===== config.mk =====
export PLATFORM = sky130hd
export DESIGN_NAME = rx_path_power_control
export DESIGN_NICKNAME = d
export VERILOG_FILES = /design/src/rtl/rx_power_pkg.sv /design/src/rtl/rx_path_power_control.sv
export VERILOG_INCLUDE_DIRS = /design/src /design/src/rtl
export SDC_FILE = /design/constraint.sdc
export NUM_CORES = 1
export LEC_CHECK = 0
export ABC_AREA = 1
export BUFFER_PORTS_ARGS = -buffer_cell sky130_fd_sc_hd__clkbuf_2
export CAP_MARGIN = 0
export CELL_PAD_IN_SITES_DETAIL_PLACEMENT = 1
export CELL_PAD_IN_SITES_GLOBAL_PLACEMENT = 2
export CORE_MARGIN = 3
export CORE_UTILIZATION = 28
export DETAILED_ROUTE_END_ITERATION = 10
export PLACE_DENSITY = 0.89
export REMOVE_ABC_BUFFERS = 1
export SLEW_MARGIN = 15
export SYNTH_ARGS = -nofsm -noshare
export SYNTH_HDL_FRONTEND = slang
export SYNTH_SLANG_ARGS = --single-unit

===== constraint.sdc =====
create_clock -name sys_clk -period 1.1 [get_ports sys_clk]
set_input_delay 0.22 -clock sys_clk [delete_from_list [all_inputs] [get_ports sys_clk]]
set_output_delay 0.22 -clock sys_clk [all_outputs]
set_load 0.02 [all_outputs]

===== src/rtl/rx_power_consts.svh =====
// Constants for the receive-path power control register bank.
// Assumes an 8-bit register port with a 16-bit address on sys_clk.
`ifndef RX_POWER_CONSTS_SVH
`define RX_POWER_CONSTS_SVH

`define RXP_ADDR_W        16
`define RXP_DATA_W        8
`define RXP_CIRCUITS      7
`define RXP_OFS_DOWN      16'h2204
`define RXP_OFS_UP        16'h2205
`define RXP_RST_DOWN      8'h00
`define RXP_RST_UP        8'hFF
`define RXP_BIT_LNA       7
`define RXP_BIT_MIX       6
`define RXP_BIT_BBAMP     5
`define RXP_BIT_MIXBUF    4
`define RXP_BIT_LPF       2
`define RXP_BIT_VGA       1
`define RXP_BIT_ADC       0
`define RXP_ZERO_DATA     8'h00
`define RXP_ZERO_EN       7'h00

`endif


===== src/rtl/rx_power_pkg.sv =====
// Types for the receive-path power control register bank.
// Assumes the constants header is compiled alongside.
package rx_power_pkg;

	// Resolved power mode of one circuit
	typedef enum logic [1:0] {
		MODE_FORCE_ON,
		MODE_FORCE_OFF,
		MODE_MODEM
	} power_mode_e;

	// Register port request from the processor
	typedef struct packed {
		logic        wrStb;
		logic        rdStb;
		logic [15:0] addr;
		logic [7:0]  wrData;
	} reg_req_s;

endpackage


===== src/rtl/rx_path_power_control.sv =====
// Receive-path power control: two 8-bit registers resolving seven enables.
// Assumes the register master and the modem request share sys_clk.
//
// The address-and-strobe port was chosen for this implementation.
`include "rx_power_consts.svh"
`timescale 1ns/1ps
`default_nettype none

module rx_path_power_control
(
	input  wire logic                  sys_clk,
	input  wire logic                  rst,
	input  wire rx_power_pkg::reg_req_s regReq,
	output logic [7:0]                 rdData,
	input  wire logic [6:0]            modemPowerReq,
	output logic [6:0]                 circuitEnable
);

	logic [7:0] rxPathPowerDown;
	logic [7:0] rxPathPowerUp;
	logic [7:0] next_rxPathPowerDown;
	logic [7:0] next_rxPathPowerUp;
	logic [7:0] next_rdData;
	logic [6:0] next_circuitEnable;

	// Register bit of each circuit, enable index 6 = low noise amp .. 0 = converter
	localparam int BIT_OF [7] = '{`RXP_BIT_LNA, `RXP_BIT_MIX, `RXP_BIT_BBAMP,
		`RXP_BIT_MIXBUF, `RXP_BIT_LPF, `RXP_BIT_VGA, `RXP_BIT_ADC};

	// Decode one bit pair into a mode
	function automatic rx_power_pkg::power_mode_e decodeMode(input logic offBit,
		input logic onBit);
		if (offBit && onBit)
			return rx_power_pkg::MODE_MODEM;
		else if (!offBit && onBit)
			return rx_power_pkg::MODE_FORCE_OFF;
		else
			return rx_power_pkg::MODE_FORCE_ON;
	endfunction

	// Register writes and read data; reserved bit 3 is stored as written
	always_comb
	begin
		next_rxPathPowerDown = rxPathPowerDown;
		next_rxPathPowerUp   = rxPathPowerUp;
		next_rdData          = `RXP_ZERO_DATA;
		if (regReq.wrStb && regReq.addr == `RXP_OFS_DOWN)
			next_rxPathPowerDown = regReq.wrData;
		if (regReq.wrStb && regReq.addr == `RXP_OFS_UP)
			next_rxPathPowerUp = regReq.wrData;
		if (regReq.rdStb && regReq.addr == `RXP_OFS_DOWN)
			next_rdData = rxPathPowerDown;
		else if (regReq.rdStb && regReq.addr == `RXP_OFS_UP)
			next_rdData = rxPathPowerUp;
	end

	// Resolve each circuit's enable; registered so outputs leave a flip-flop
	generate
		for (genvar i = 0; i < `RXP_CIRCUITS; i++)
		begin : g_circ
			rx_power_pkg::power_mode_e mode;
			assign mode = decodeMode(next_rxPathPowerDown[BIT_OF[6-i]],
				next_rxPathPowerUp[BIT_OF[6-i]]);
			always_comb
			begin
				unique case (mode)
					rx_power_pkg::MODE_MODEM:     next_circuitEnable[i] = modemPowerReq[i];
					rx_power_pkg::MODE_FORCE_OFF: next_circuitEnable[i] = 1'b0;
					rx_power_pkg::MODE_FORCE_ON:  next_circuitEnable[i] = 1'b1;
					default:                      next_circuitEnable[i] = 1'b0;
				endcase
			end
		end
	endgenerate

	// State registers; reset values force every circuit off
	always_ff @(posedge sys_clk or posedge rst)
	begin
		if (rst)
		begin
			rxPathPowerDown <= `RXP_RST_DOWN;
			rxPathPowerUp   <= `RXP_RST_UP;
			rdData          <= `RXP_ZERO_DATA;
			circuitEnable   <= `RXP_ZERO_EN;
		end
		else
		begin
			rxPathPowerDown <= next_rxPathPowerDown;
			rxPathPowerUp   <= next_rxPathPowerUp;
			rdData          <= next_rdData;
			circuitEnable   <= next_circuitEnable;
		end
	end
endmodule

`default_nettype wire


After elaboration in Yosys (flattened, before gate mapping):

Cells that the tools add are included.

* flip-flop bits (word level): 31
* output and inout bits: 15
* word-level logic and storage cells: 72

* equality and inequality tests: 9
* muxes and demuxes: 25
* reduce and logical (&&, ||, !) cells: 32

Operators by type and width (count)
* $eq A16 B14 Y1 const B: 2
* $mux W8: 4
* $logic_and A1 B1 Y1: 18
* $eq A2 B2 Y1 const B: 7
* $logic_not A2 Y1: 7
* $mux W2: 7
* $pmux W1 S2: 7
* $logic_not A1 Y1: 7
* $mux W1: 7

Logic depth before layout (Yosys ltp):

Gate-level depths: netlist (run 1).

* word-level depth: 9
* depth in mapped cells: 10
* mapped depth without buffers: 9

Worst setup path before layout (run 1):

OpenSTA, ideal clock, no wires.

* path kind: input to register
* start point: in regReq[13] (netlist bit)
* end point: reg circuitEnable[6]
* data arrival time: 1.033 ns
* slack: -0.050 ns
* cell stages on the path: 9
* path through: nor2_1 -> nand2_1 -> nor2_4 -> nand3_4 -> buf_6 -> nand2_1 -> nand2_1 -> clkinv_1 -> nand2_1

* elaborated cells between the ends (all ways): 14
* classes of those cells: eq/ne: 3; mux: 5; reduce/logical: 6

RTL lines
* start, declared: RTL line rx_path_power_control.sv:13 `input wire rx_power_pkg::reg_req_s regReq,`
* $eq A16 B14 Y1 (no line) *
* $logic_and A1 B1 Y1 (no line) *
* $mux W8 *: RTL line rx_path_power_control.sv:49 `` if (regReq.wrStb && regReq.addr == `RXP_OFS_UP) ``
* named net next_rxPathPowerUp[7]: RTL line rx_path_power_control.sv:22 `logic [7:0] next_rxPathPowerUp;`
* $logic_and A1 B1 Y1: RTL line rx_path_power_control.sv:35 `else if (!offBit && onBit)`
* $mux W1: RTL line rx_path_power_control.sv:35
* $mux W2 *: RTL line rx_path_power_control.sv:33 `if (offBit && onBit)`
* $eq A2 B2 Y1 / $logic_not A2 Y1 (equally long branches): RTL line rx_path_power_control.sv:66 `unique case (mode)`
* $pmux W1 S2 *: RTL line rx_path_power_control.sv:66
* named net next_circuitEnable[6]: RTL line rx_path_power_control.sv:24 `logic [6:0] next_circuitEnable;`
* end signal, assigned: RTL line rx_path_power_control.sv:84 `` circuitEnable <= `RXP_ZERO_EN; ``
* end signal, assigned: RTL line rx_path_power_control.sv:91 `circuitEnable <= next_circuitEnable;`
* end, declared: RTL line rx_path_power_control.sv:16 `output logic [6:0] circuitEnable`

Mark *: on every way through the listed nets, which the timed path passes. The rest lies on a longest branch.
A chain may end at the register's enable or synchronous reset.

Worst setup path after layout (run 1):

* start point: in regReq[18] (netlist bit)
* end point: reg circuitEnable[2]

Same word-level chain as after synthesis.

==> flow_results.org, run 1 <==
** Run status
- The run finished with clean final reports.

** Power
- Of the total power, combinational logic draws 0.070.
- Share of total power consumed by net switching :: 0.219
- Cell-internal power :: 0.00179 W
- Summed over all nets, the switching power comes to 0.000500 W.
- Peak supply drop :: 0.382 mV
- Share of total power in the clock network :: 0.430
- Power spread over the standard cell area amounts to 1150 mW/mm2.
- Of the total power, registers draw 0.500.
- Static power due to leakage :: 0.944 nW

** Clocking
- For the worst-skew pair, the clock arrives at the later sink with an insertion delay of 0.28 ns.
- The clock passes through at most 2 buffers.
- The H-tree generated during clock tree synthesis spans 2 levels.
- Number of clock buffers inserted by TritonCTS :: 5
- Root buffer cell :: clkbuf_8
- TritonCTS built the clock tree.
- Clk pin slew, worst setup/hold paths :: around 0.06 ns
- CTS saw 31 sinks.

** Detailed routing
- Routed metal-1 wirelength :: between 1500 and 2000 um
- Drt total wl :: about 3600 um
- The detailed router used layers up to and including met4.
- Pre-antenna DRT Iters :: 4
- Wire segments on met3 add up to just over 200 um in the final route.
- Routed len/inst :: around 12 um
- Using the TritonRoute via totals, the vias-per-cell ratio works out to 4.25.
- Total DRC errors in the routed layout :: 0
- The final route contains between 1k and 1.5k vias.
- Initial DRC count :: 36
- Antenna violation net count after detailed routing :: 0
- In the detailed route, the total length drawn on met2 is 1800 um.

** Global route
- Remaining global-route overflow :: 0
- Entering global routing, the biggest net connects 32 pins.
- In the global route stage, overall resource usage came out at 0.128.
- The first global-routing pass estimated 5880 um of wire.
- The via count of the first global-routing pass came to between 1k and 1.5k.
- The initial antenna violation count was 0.

** Floorplan
- DIE WIDTH :: 76.5 um
- Ports :: 50
- Initial Utilization :: 0.293
- The floorplan step defined a die boundary enclosing 0.00585 mm2.
- The total area inside the core boundary comes to 0.00475 mm2.
- From bottom edge to top edge, the die measures ~76 um.
- After floorplanning, the core was divided into 25 placement rows.

** Placement
- HPWL after detailed placement :: 2560 um
- Port buffering added 49 buffers.
- Placer Congestion :: around 0.75
- Cell area after placement :: 0.00176 mm2

** Timing
- Total Neg Setup Slack :: 0 ns
- Setup repair after global routing missed its margin :: yes
- On the final layout, the worst clock skew is about 0.0046 ns.
- Max-slew headroom :: 0.768
- For the pin with the worst max-slew slack, the measured transition is 0.348 ns.
- Final Hold Viols :: 0
- Setup violations remaining at the end of the flow were counted as 0.
- Period minus WS final :: 1.08 ns
- Ratio of final minimum period to clock period :: 0.979
- Highest clock rate :: 929 MHz
- Number of pins exceeding their max-slew limit in the final report :: 0

** Synthesis
- Largest cells by area after synthesis :: dfrtp_1 41%, dfstp_2 15%, nand2_1 9.7%, inv_1 7.8%, nand4_1 3.6%
- Count of synthesis-stage warnings from yosys :: 0
- Cell taking the most area after synthesis :: dfrtp_1
- Average footprint of a synthesized cell :: 9.03 um2
- Of the post-synthesis cell area, the dominant cell type holds 0.414.
- The share of the Yosys chip area taken by registers is 0.565.
- Flip-flop and latch count after synthesis :: 31
- Synth Instances :: 154
- The synthesized netlist occupies a cell area of approximately 0.0014 mm2.
- Yosys cell types :: 19

** Hold path
- Worst min path class :: in -> reg

** Cells and area
- NumNets Final :: 258
- Share of post-route cells with drive strength above 1 :: 0.451
- After routing the design area is 0.00199 mm2.
- Measured on the finished design, the core utilization comes to 0.419.
- Synth-to-Final Area Change :: 43.3%
- The sequential cells in the finished layout cover a total of approximately 800 um2.
- The multi-input combinational cells in the finished layout cover a total of 537 um2.
- Fill cell total of the finished layout :: 585
- Antenna diode instance count :: 0

** Critical path
- At the worst endpoint, the required time is about 1.3 ns.
- The critical path goes through buf_6, nor2_2, nand3_2, nor2_4, buf_6, nand3_4, o21ai_1, nand2_1.
- Critical path's most frequent cell :: buf_6
- Along the worst path, the maximum fanout reaches 8.
- Arrival time at the worst endpoint :: 1.25 ns
- Endpoint class of the critical path :: flip-flop
- The cell family contributing the most delay on the critical path is simple AND/OR/NAND/NOR gates.
- Critical path startpoint category :: input port
- Kind of critical path :: in -> reg
- Worst path slowest cell :: o21ai_1
- Worst path buffer plus inverter count :: 2
- On the worst path, the slowest cell contributes a delay of 0.23 ns.

** Run
- # Max-Cap Violations :: 0
## cells by family after synthesis
logic type             after synthesis  synth area share
DFF                                 31             0.565
buffers and inverters               33            0.0980
and+or+nand+nor                     74             0.277
AOI/OAI and AO/OA                   16            0.0603
## state kept, by name, indices dropped and copies added (netlist names)
signal	cells
rxPathPowerUp	8
rxPathPowerDown	8
circuitEnable	7
rdData	8
## cell usage after synthesis
master	n
nand3_1	9
nor2_1	7
buf_4	1
and2_1	7
nand2_1	36
buf_2	1
inv_1	29
nand3_4	2
clkinv_1	1
dfrtp_1	23
o21ai_1	5
nor2_4	3
o21ai_2	1
dfstp_2	8
nor2_2	1
nand4_1	8
nand3_2	1
buf_6	1
o21ai_0	10
## cell type report
cell class	count	area share
flip-flops and latches	31	0.394
multi-input cells	92	0.269
repair buffers	63	0.188
inverters	30	0.0565
clock buffers	8	0.0502
well taps	67	0.0420
## power groups by stage
stage,combinational [W],clock (W),sequential [W]
3_5_place_dp,0.000146,0,0.00116
5_1_grt,0.000182,0.00106,0.00114
2_1_floorplan,0.0000500,0,0.00117
6_report,0.000160,0.000983,0.00114
3_3_place_gp,0.000144,0,0.00116
4_1_cts,0.000150,0.00101,0.00114
## metrics by stage
step	cells	power, W	hold WS, ns	setup WS, ns
2_1_floorplan	151	0.00122	0.318	-0.280
3_3_place_gp	274	0.00131	0.252	-0.285
3_5_place_dp	274	0.00131	0.257	-0.320
4_1_cts	283	0.00231	0.157	0.0200
5_1_grt	291	0.00239	0.165	-0.0451
6_report	291	0.00229	0.160	0.0233
## worst reg2reg max path: stages (launching register included)
cell and delay (ns):
dfstp_2 0.53, inv_1 0.04, o21ai_0 0.22
## final timing paths
path | slack [ns] | end | cells past startpoint | startpoint
hold / removal | 0.16 | circuitEnable[6]$_DFF_PP0_ | 3 | modemPowerReq[6]
setup reg to reg | 0.20 | rdData[0]$_DFF_PP0_ | 2 | rxPathPowerUp[0]$_DFF_PP1_
hold reg to reg | 0.49 | rdData[1]$_DFF_PP0_ | 2 | rxPathPowerDown[1]$_DFF_PP0_
setup / recovery | 0.02 | circuitEnable[2]$_DFF_PP0_ | 8 | regReq[18]
min in group asynchronous | 0.50 | circuitEnable[3]$_DFF_PP0_ | 4 | rst
max in group asynchronous | 0.36 | rxPathPowerUp[3]$_DFFE_PP1N_ | 4 | rst
## cells in the final DEF, fill, tap and decap left out
cell and instances:
buf_6 2, nand3_1 7, dlygate4sd3_1 1, dfrtp_1 23, nand2_2 2, and2_1 7
inv_2 1, nor2_1 2, nor2_4 4, nand2_1 34, dfstp_2 8, clkinv_1 1
buf_4 11, o21ai_0 10, nand4_1 8, nand3_4 2, inv_1 28, o21ai_1 1
nor2_2 5, clkbuf_8 7, nand3_2 5, clkbuf_2 48, o21ai_2 5, clkbuf_1 1
buf_12 1
## repair_timing
| item | CTS | global route |
|---|---|---|
| setup buffers | 0 | 6 |
| hold endpoints to repair | 23 | 0 |
| hold buffers | 1 | 0 |
| resized for setup | 2 | 15 |
| cloned | 0 | 2 |
| endpoints found under the setup margin | 4 | 26 |
| pin swaps | 0 | 12 |
## layer usage
layer | up-vias | global-route usage
met1 | 568 | 0.148
met5 | - | 0
li1 | 621 | -
met2 | 40 | 0.214
met4 | 0 | 0.0598
met3 | 8 | 0.0414
No activity file was read; power rests on OpenSTA's default activity.
==> run 2: changes to the inputs <==
--- a/config.mk
+++ b/config.mk
@@ -6,15 +6,14 @@
 export SDC_FILE = /design/constraint.sdc
 export NUM_CORES = 1
 export LEC_CHECK = 0
-export ABC_AREA = 1
 export BUFFER_PORTS_ARGS = -buffer_cell sky130_fd_sc_hd__clkbuf_2
 export CAP_MARGIN = 0
 export CELL_PAD_IN_SITES_DETAIL_PLACEMENT = 1
 export CELL_PAD_IN_SITES_GLOBAL_PLACEMENT = 2
 export CORE_MARGIN = 3
-export CORE_UTILIZATION = 28
+export CORE_UTILIZATION = 30
 export DETAILED_ROUTE_END_ITERATION = 10
-export PLACE_DENSITY = 0.89
+export PLACE_DENSITY = 0.84
 export REMOVE_ABC_BUFFERS = 1
 export SLEW_MARGIN = 15
 export SYNTH_ARGS = -nofsm -noshare
==> flow_results.org, run 2 <==
** Synthesis
- The share of synthesized area in the top cell type comes to 0.454.
- The synthesized design contains 31 register bits.
- Yosys printed 0 warnings.
- Synth Instances :: 76
- Summing every instance area after synthesis gives 0.00127 mm2.
- Post-synth top flop :: dfrtp_1
- Cell taking the most area after synthesis :: dfrtp_1
- Share of synthesized flip-flops with an asynchronous set or reset :: 1.00
- The share of the Yosys chip area taken by registers is 0.620.
- Dominant cell by count in the synthesized netlist :: dfrtp_1
- Yosys attributes the largest share of cell area to dfrtp_1 45%, dfstp_2 17%, mux2_2 14%, a21bo_1 5.5%, a22o_1 5.5%.
- The average instance in the mapped netlist occupies 16.7 um2.
- In this run, distinct cell masters in the synthesized netlist total 15.
- Post-synth EDFFs :: 0
- Synth top cells by count :: 23 x dfrtp_1, 16 x mux2_2, 8 x a22o_1, 8 x dfstp_2, 7 x a21bo_1

** Cells and area
- From synthesis to final layout, the design area changed by 47.6%.
- The top cell types in the final layout, fill and taps aside, are 47 x clkbuf_2, 23 x dfrtp_1, 9 x mux2_2, 8 x a22o_1, 8 x dfstp_2.
- The library cell used most frequently in the layout, excluding fill and tap cells, is clkbuf_2.
- Fill cell total of the finished layout :: 439
- In the final layout, the share of cells above drive strength 1 is 0.699.
- Antenna diode instance count :: 0
- The largest registers in the layout are rdData x8, rxPathPowerDown x8, rxPathPowerUp x8.
- Util after Layout :: 0.464
- NumNets Final :: between 150 and 200

** Critical path
- In this run the worst setup path begins at regReq[12].
- Worst path required time :: 1.27 ns
- Cell family contributing the most delay on the critical path :: simple AND/OR/NAND/NOR gates
- The worst register-to-register path begins at rxPathPowerUp[1]$_DFF_PP1_.
- STA classifies the critical path startpoint as an input port.
- STA puts the critical path data arrival time at 1.70 ns.
- Walking the worst path, the cells encountered are clkbuf_2, nor4b_4, nand4_4, nor3b_4, buf_6, mux2_4, a21bo_1.
- Worst path buffer plus inverter count :: 2
- Largest fanout on the critical path :: 5
- The worst setup path is captured at a flip-flop.
- By startpoint and endpoint, the worst setup path is classified as in -> reg.
- Worst path slowest cell :: nor4b_4
- Delay of the slowest cell on the worst path :: 0.31 ns

** Hold path
- The min-delay analysis places its worst path in the category in -> reg.
- In this run the most critical hold path is launched from modemPowerReq[3].

** Floorplan
- Initial Utilization :: 0.315
- The floorplan has 23 rows.
- Measured along the x axis, the die boundary spans 71 um.
- Die Height :: approximately 71 um
- Placeable core region :: 0.00403 mm2
- Die outline area :: 0.00504 mm2
- Ports :: 50

** Detailed routing
- Routed len/inst :: around 15 um
- Initial DRC count :: 35
- The routed design has roughly 3000 um of wire.
- Total DRC errors in the routed layout :: 0
- Pre-antenna DRT Iters :: 4
- The detail route stage leaves a number of antenna-violating nets equal to 0.
- Total vias in the final route :: 896
- Vias per std cell :: about 4.6

** Timing
- Ratio of final minimum period to clock period :: 1.39
- Setup violations remaining at the end of the flow were counted as 31.
- In this run the tightest slew margin relative to its limit is 0.825.
- For the finished layout, the period the worst path requires is 1.53 ns.
- Final Hold Viols :: 0
- Slew at the pin closest to its max-slew limit :: about 0.26 ns
- Final worst clock skew :: between 0.005 and 0.006 ns
- Highest clock rate :: 654 MHz
- Setup repair after global routing could not meet its margin everywhere.
- Number of pins exceeding their max-slew limit in the final report :: 0
- In the post-route analysis, the smallest setup slack over all paths is -0.430 ns.

** Clocking
- Root buffer cell :: clkbuf_8
- CTS H-tree depth :: 2
- Counting every sink on the clock net gives 31.
- Clock-pin slew was measured on the worst setup and hold paths at 0.06 ns.
- At the later pin of the worst-skew pair, clock insertion delay measures between 0.2 and 0.3 ns.
- Clk buf depth :: 2
- TritonCTS clock tree :: built
- TritonCTS created 5 clock buffers.

** Power
- The share of total power dissipated in the clock network is 0.436.
- Logic pwr share :: 0.062
- Share of total power consumed by net switching :: 0.216
- Across the VDD grid, the largest voltage drop is 0.671 mV.
- Sw power :: 0.000491 W
- Cell-internal power :: 0.00178 W
- Register share of total power :: 0.502
- The design draws roughly 0.0023 W.
- Total power density per cell area :: 1220 mW/mm2
- Static power due to leakage :: a little over 0.9 nW

** Placement
- Port buffering added 49 buffers.
- HPWL after detailed placement :: 2290 um
- Routability-driven placement finished with a final weighted congestion of approximately 0.75.

** Run status
- Status :: complete, but fails checks
- The final reports fail on setup timing.

** Global route
- The via count of the first global-routing pass is around 1.1k.
- For this run, the total global-route usage over all layers was measured as 0.138.
- The initial antenna violation count is 0.
- First-pass GRT wire length :: 5250 um
- After global routing the overflow that remains totals 0.
- Entering global routing, the biggest net connects 32 pins.

** Run
- # Max-Cap Violations :: 0
==> run 2: cell count changes after synthesis, moves of 7 or more <==
| cell | change |
|---|---|
| nand2_1 | -35 |
| inv_1 | -26 |
| nand3_1 | -9 |
| nor2_1 | -7 |
| mux2_2 | +16 |
| o21ai_0 | -10 |
| and2_1 | -7 |
| nand4_1 | -8 |
| a21bo_1 | +7 |
| a22o_1 | +8 |
==> run 2: cell type report <==
| cell class | count | area, um2 | area share |
|---|---|---|---|
| Timing Repair Buffer | 62 | 398 | 0.213 |
| Sequential cell | 31 | 786 | 0.420 |
| Tap cell | 50 | 62.6 | 0.0334 |
| Clock buffer | 7 | 96.3 | 0.0515 |
| Multi-Input combinational cell | 42 | 509 | 0.272 |
| Inverter | 3 | 11.3 | 0.00602 |
| Clock inverter | 1 | 7.51 | 0.00401 |
==> run 2: metrics by stage <==
step	cells	setup slack, ns	TNS [ns]	hold slack, ns	area [um2]
6_report	196	-0.430	-8.44	0.139	1870
5_1_grt	196	-0.485	-10.18	0.122	1870
4_1_cts	195	-0.423	-8.51	0.131	1850
3_5_place_dp	185	-0.780	-19.96	0.254	1660
3_3_place_gp	185	-0.762	-19.22	0.248	1660
2_1_floorplan	76	-0.652	-13.46	0.318	1270
==> run 2: path summary, 6_finish.rpt <==
check / depth (start not counted) / slack, ns / end
min in group asynchronous: 4 / 0.50 / rdData[0]$_DFF_PP0_
hold / removal: 2 / 0.14 / circuitEnable[3]$_DFF_PP0_
max in group asynchronous: 4 / 0.35 / rxPathPowerUp[2]$_DFF_PP1_
hold reg to reg: 1 / 0.51 / rdData[0]$_DFF_PP0_
setup / recovery: 7 / -0.43 / circuitEnable[2]$_DFF_PP0_
setup reg to reg: 2 / 0.11 / circuitEnable[1]$_DFF_PP0_
==> run 2: kinds of logic after synthesis <==
kind of cell / share of synthesized area
flip-flops: 0.620
multiplexers: 0.142
AO/OA/AOI/OAI: 0.111
AND/OR/NAND/NOR: 0.118
buffers and inverters: 0.00888
==> run 2: worst reg2reg max path, stage by stage (launching register included) <==
cell and delay [ns]:
dfstp_2 0.53, mux2_2 0.15, a21bo_1 0.20
==> run 2: timing repair <==
| action | 4_1_cts | 5_1_grt |
|---|---|---|
| pin swaps | 12 | 1 |
| hold endpoints to repair | 23 | 0 |
| setup buffers | 1 | 1 |
| resized for setup | 14 | 3 |
| hold buffers | 1 | 0 |
| setup endpoints to repair | 31 | 31 |
==> run 2: per-layer routing <==
layer | track usage | share of wire | up-vias
met2 | 0.230 | 0.53 | 30
met4 | 0.0438 | 0.0091 | 0
met3 | 0.0653 | 0.073 | 5
met5 | 0 | 0 | -
met1 | 0.157 | 0.38 | 448
li1 | - | - | 413
==> run 2: power by group through the flow <==
stage | Clock (W) | Combinational [W] | Sequential (W)
floorplan | 0 | 0.0000346 | 0.00116
global placement | 0 | 0.000128 | 0.00116
detailed placement | 0 | 0.000134 | 0.00116
CTS | 0.00103 | 0.000141 | 0.00114
global route | 0.00110 | 0.000158 | 0.00114
finish | 0.000991 | 0.000141 | 0.00114
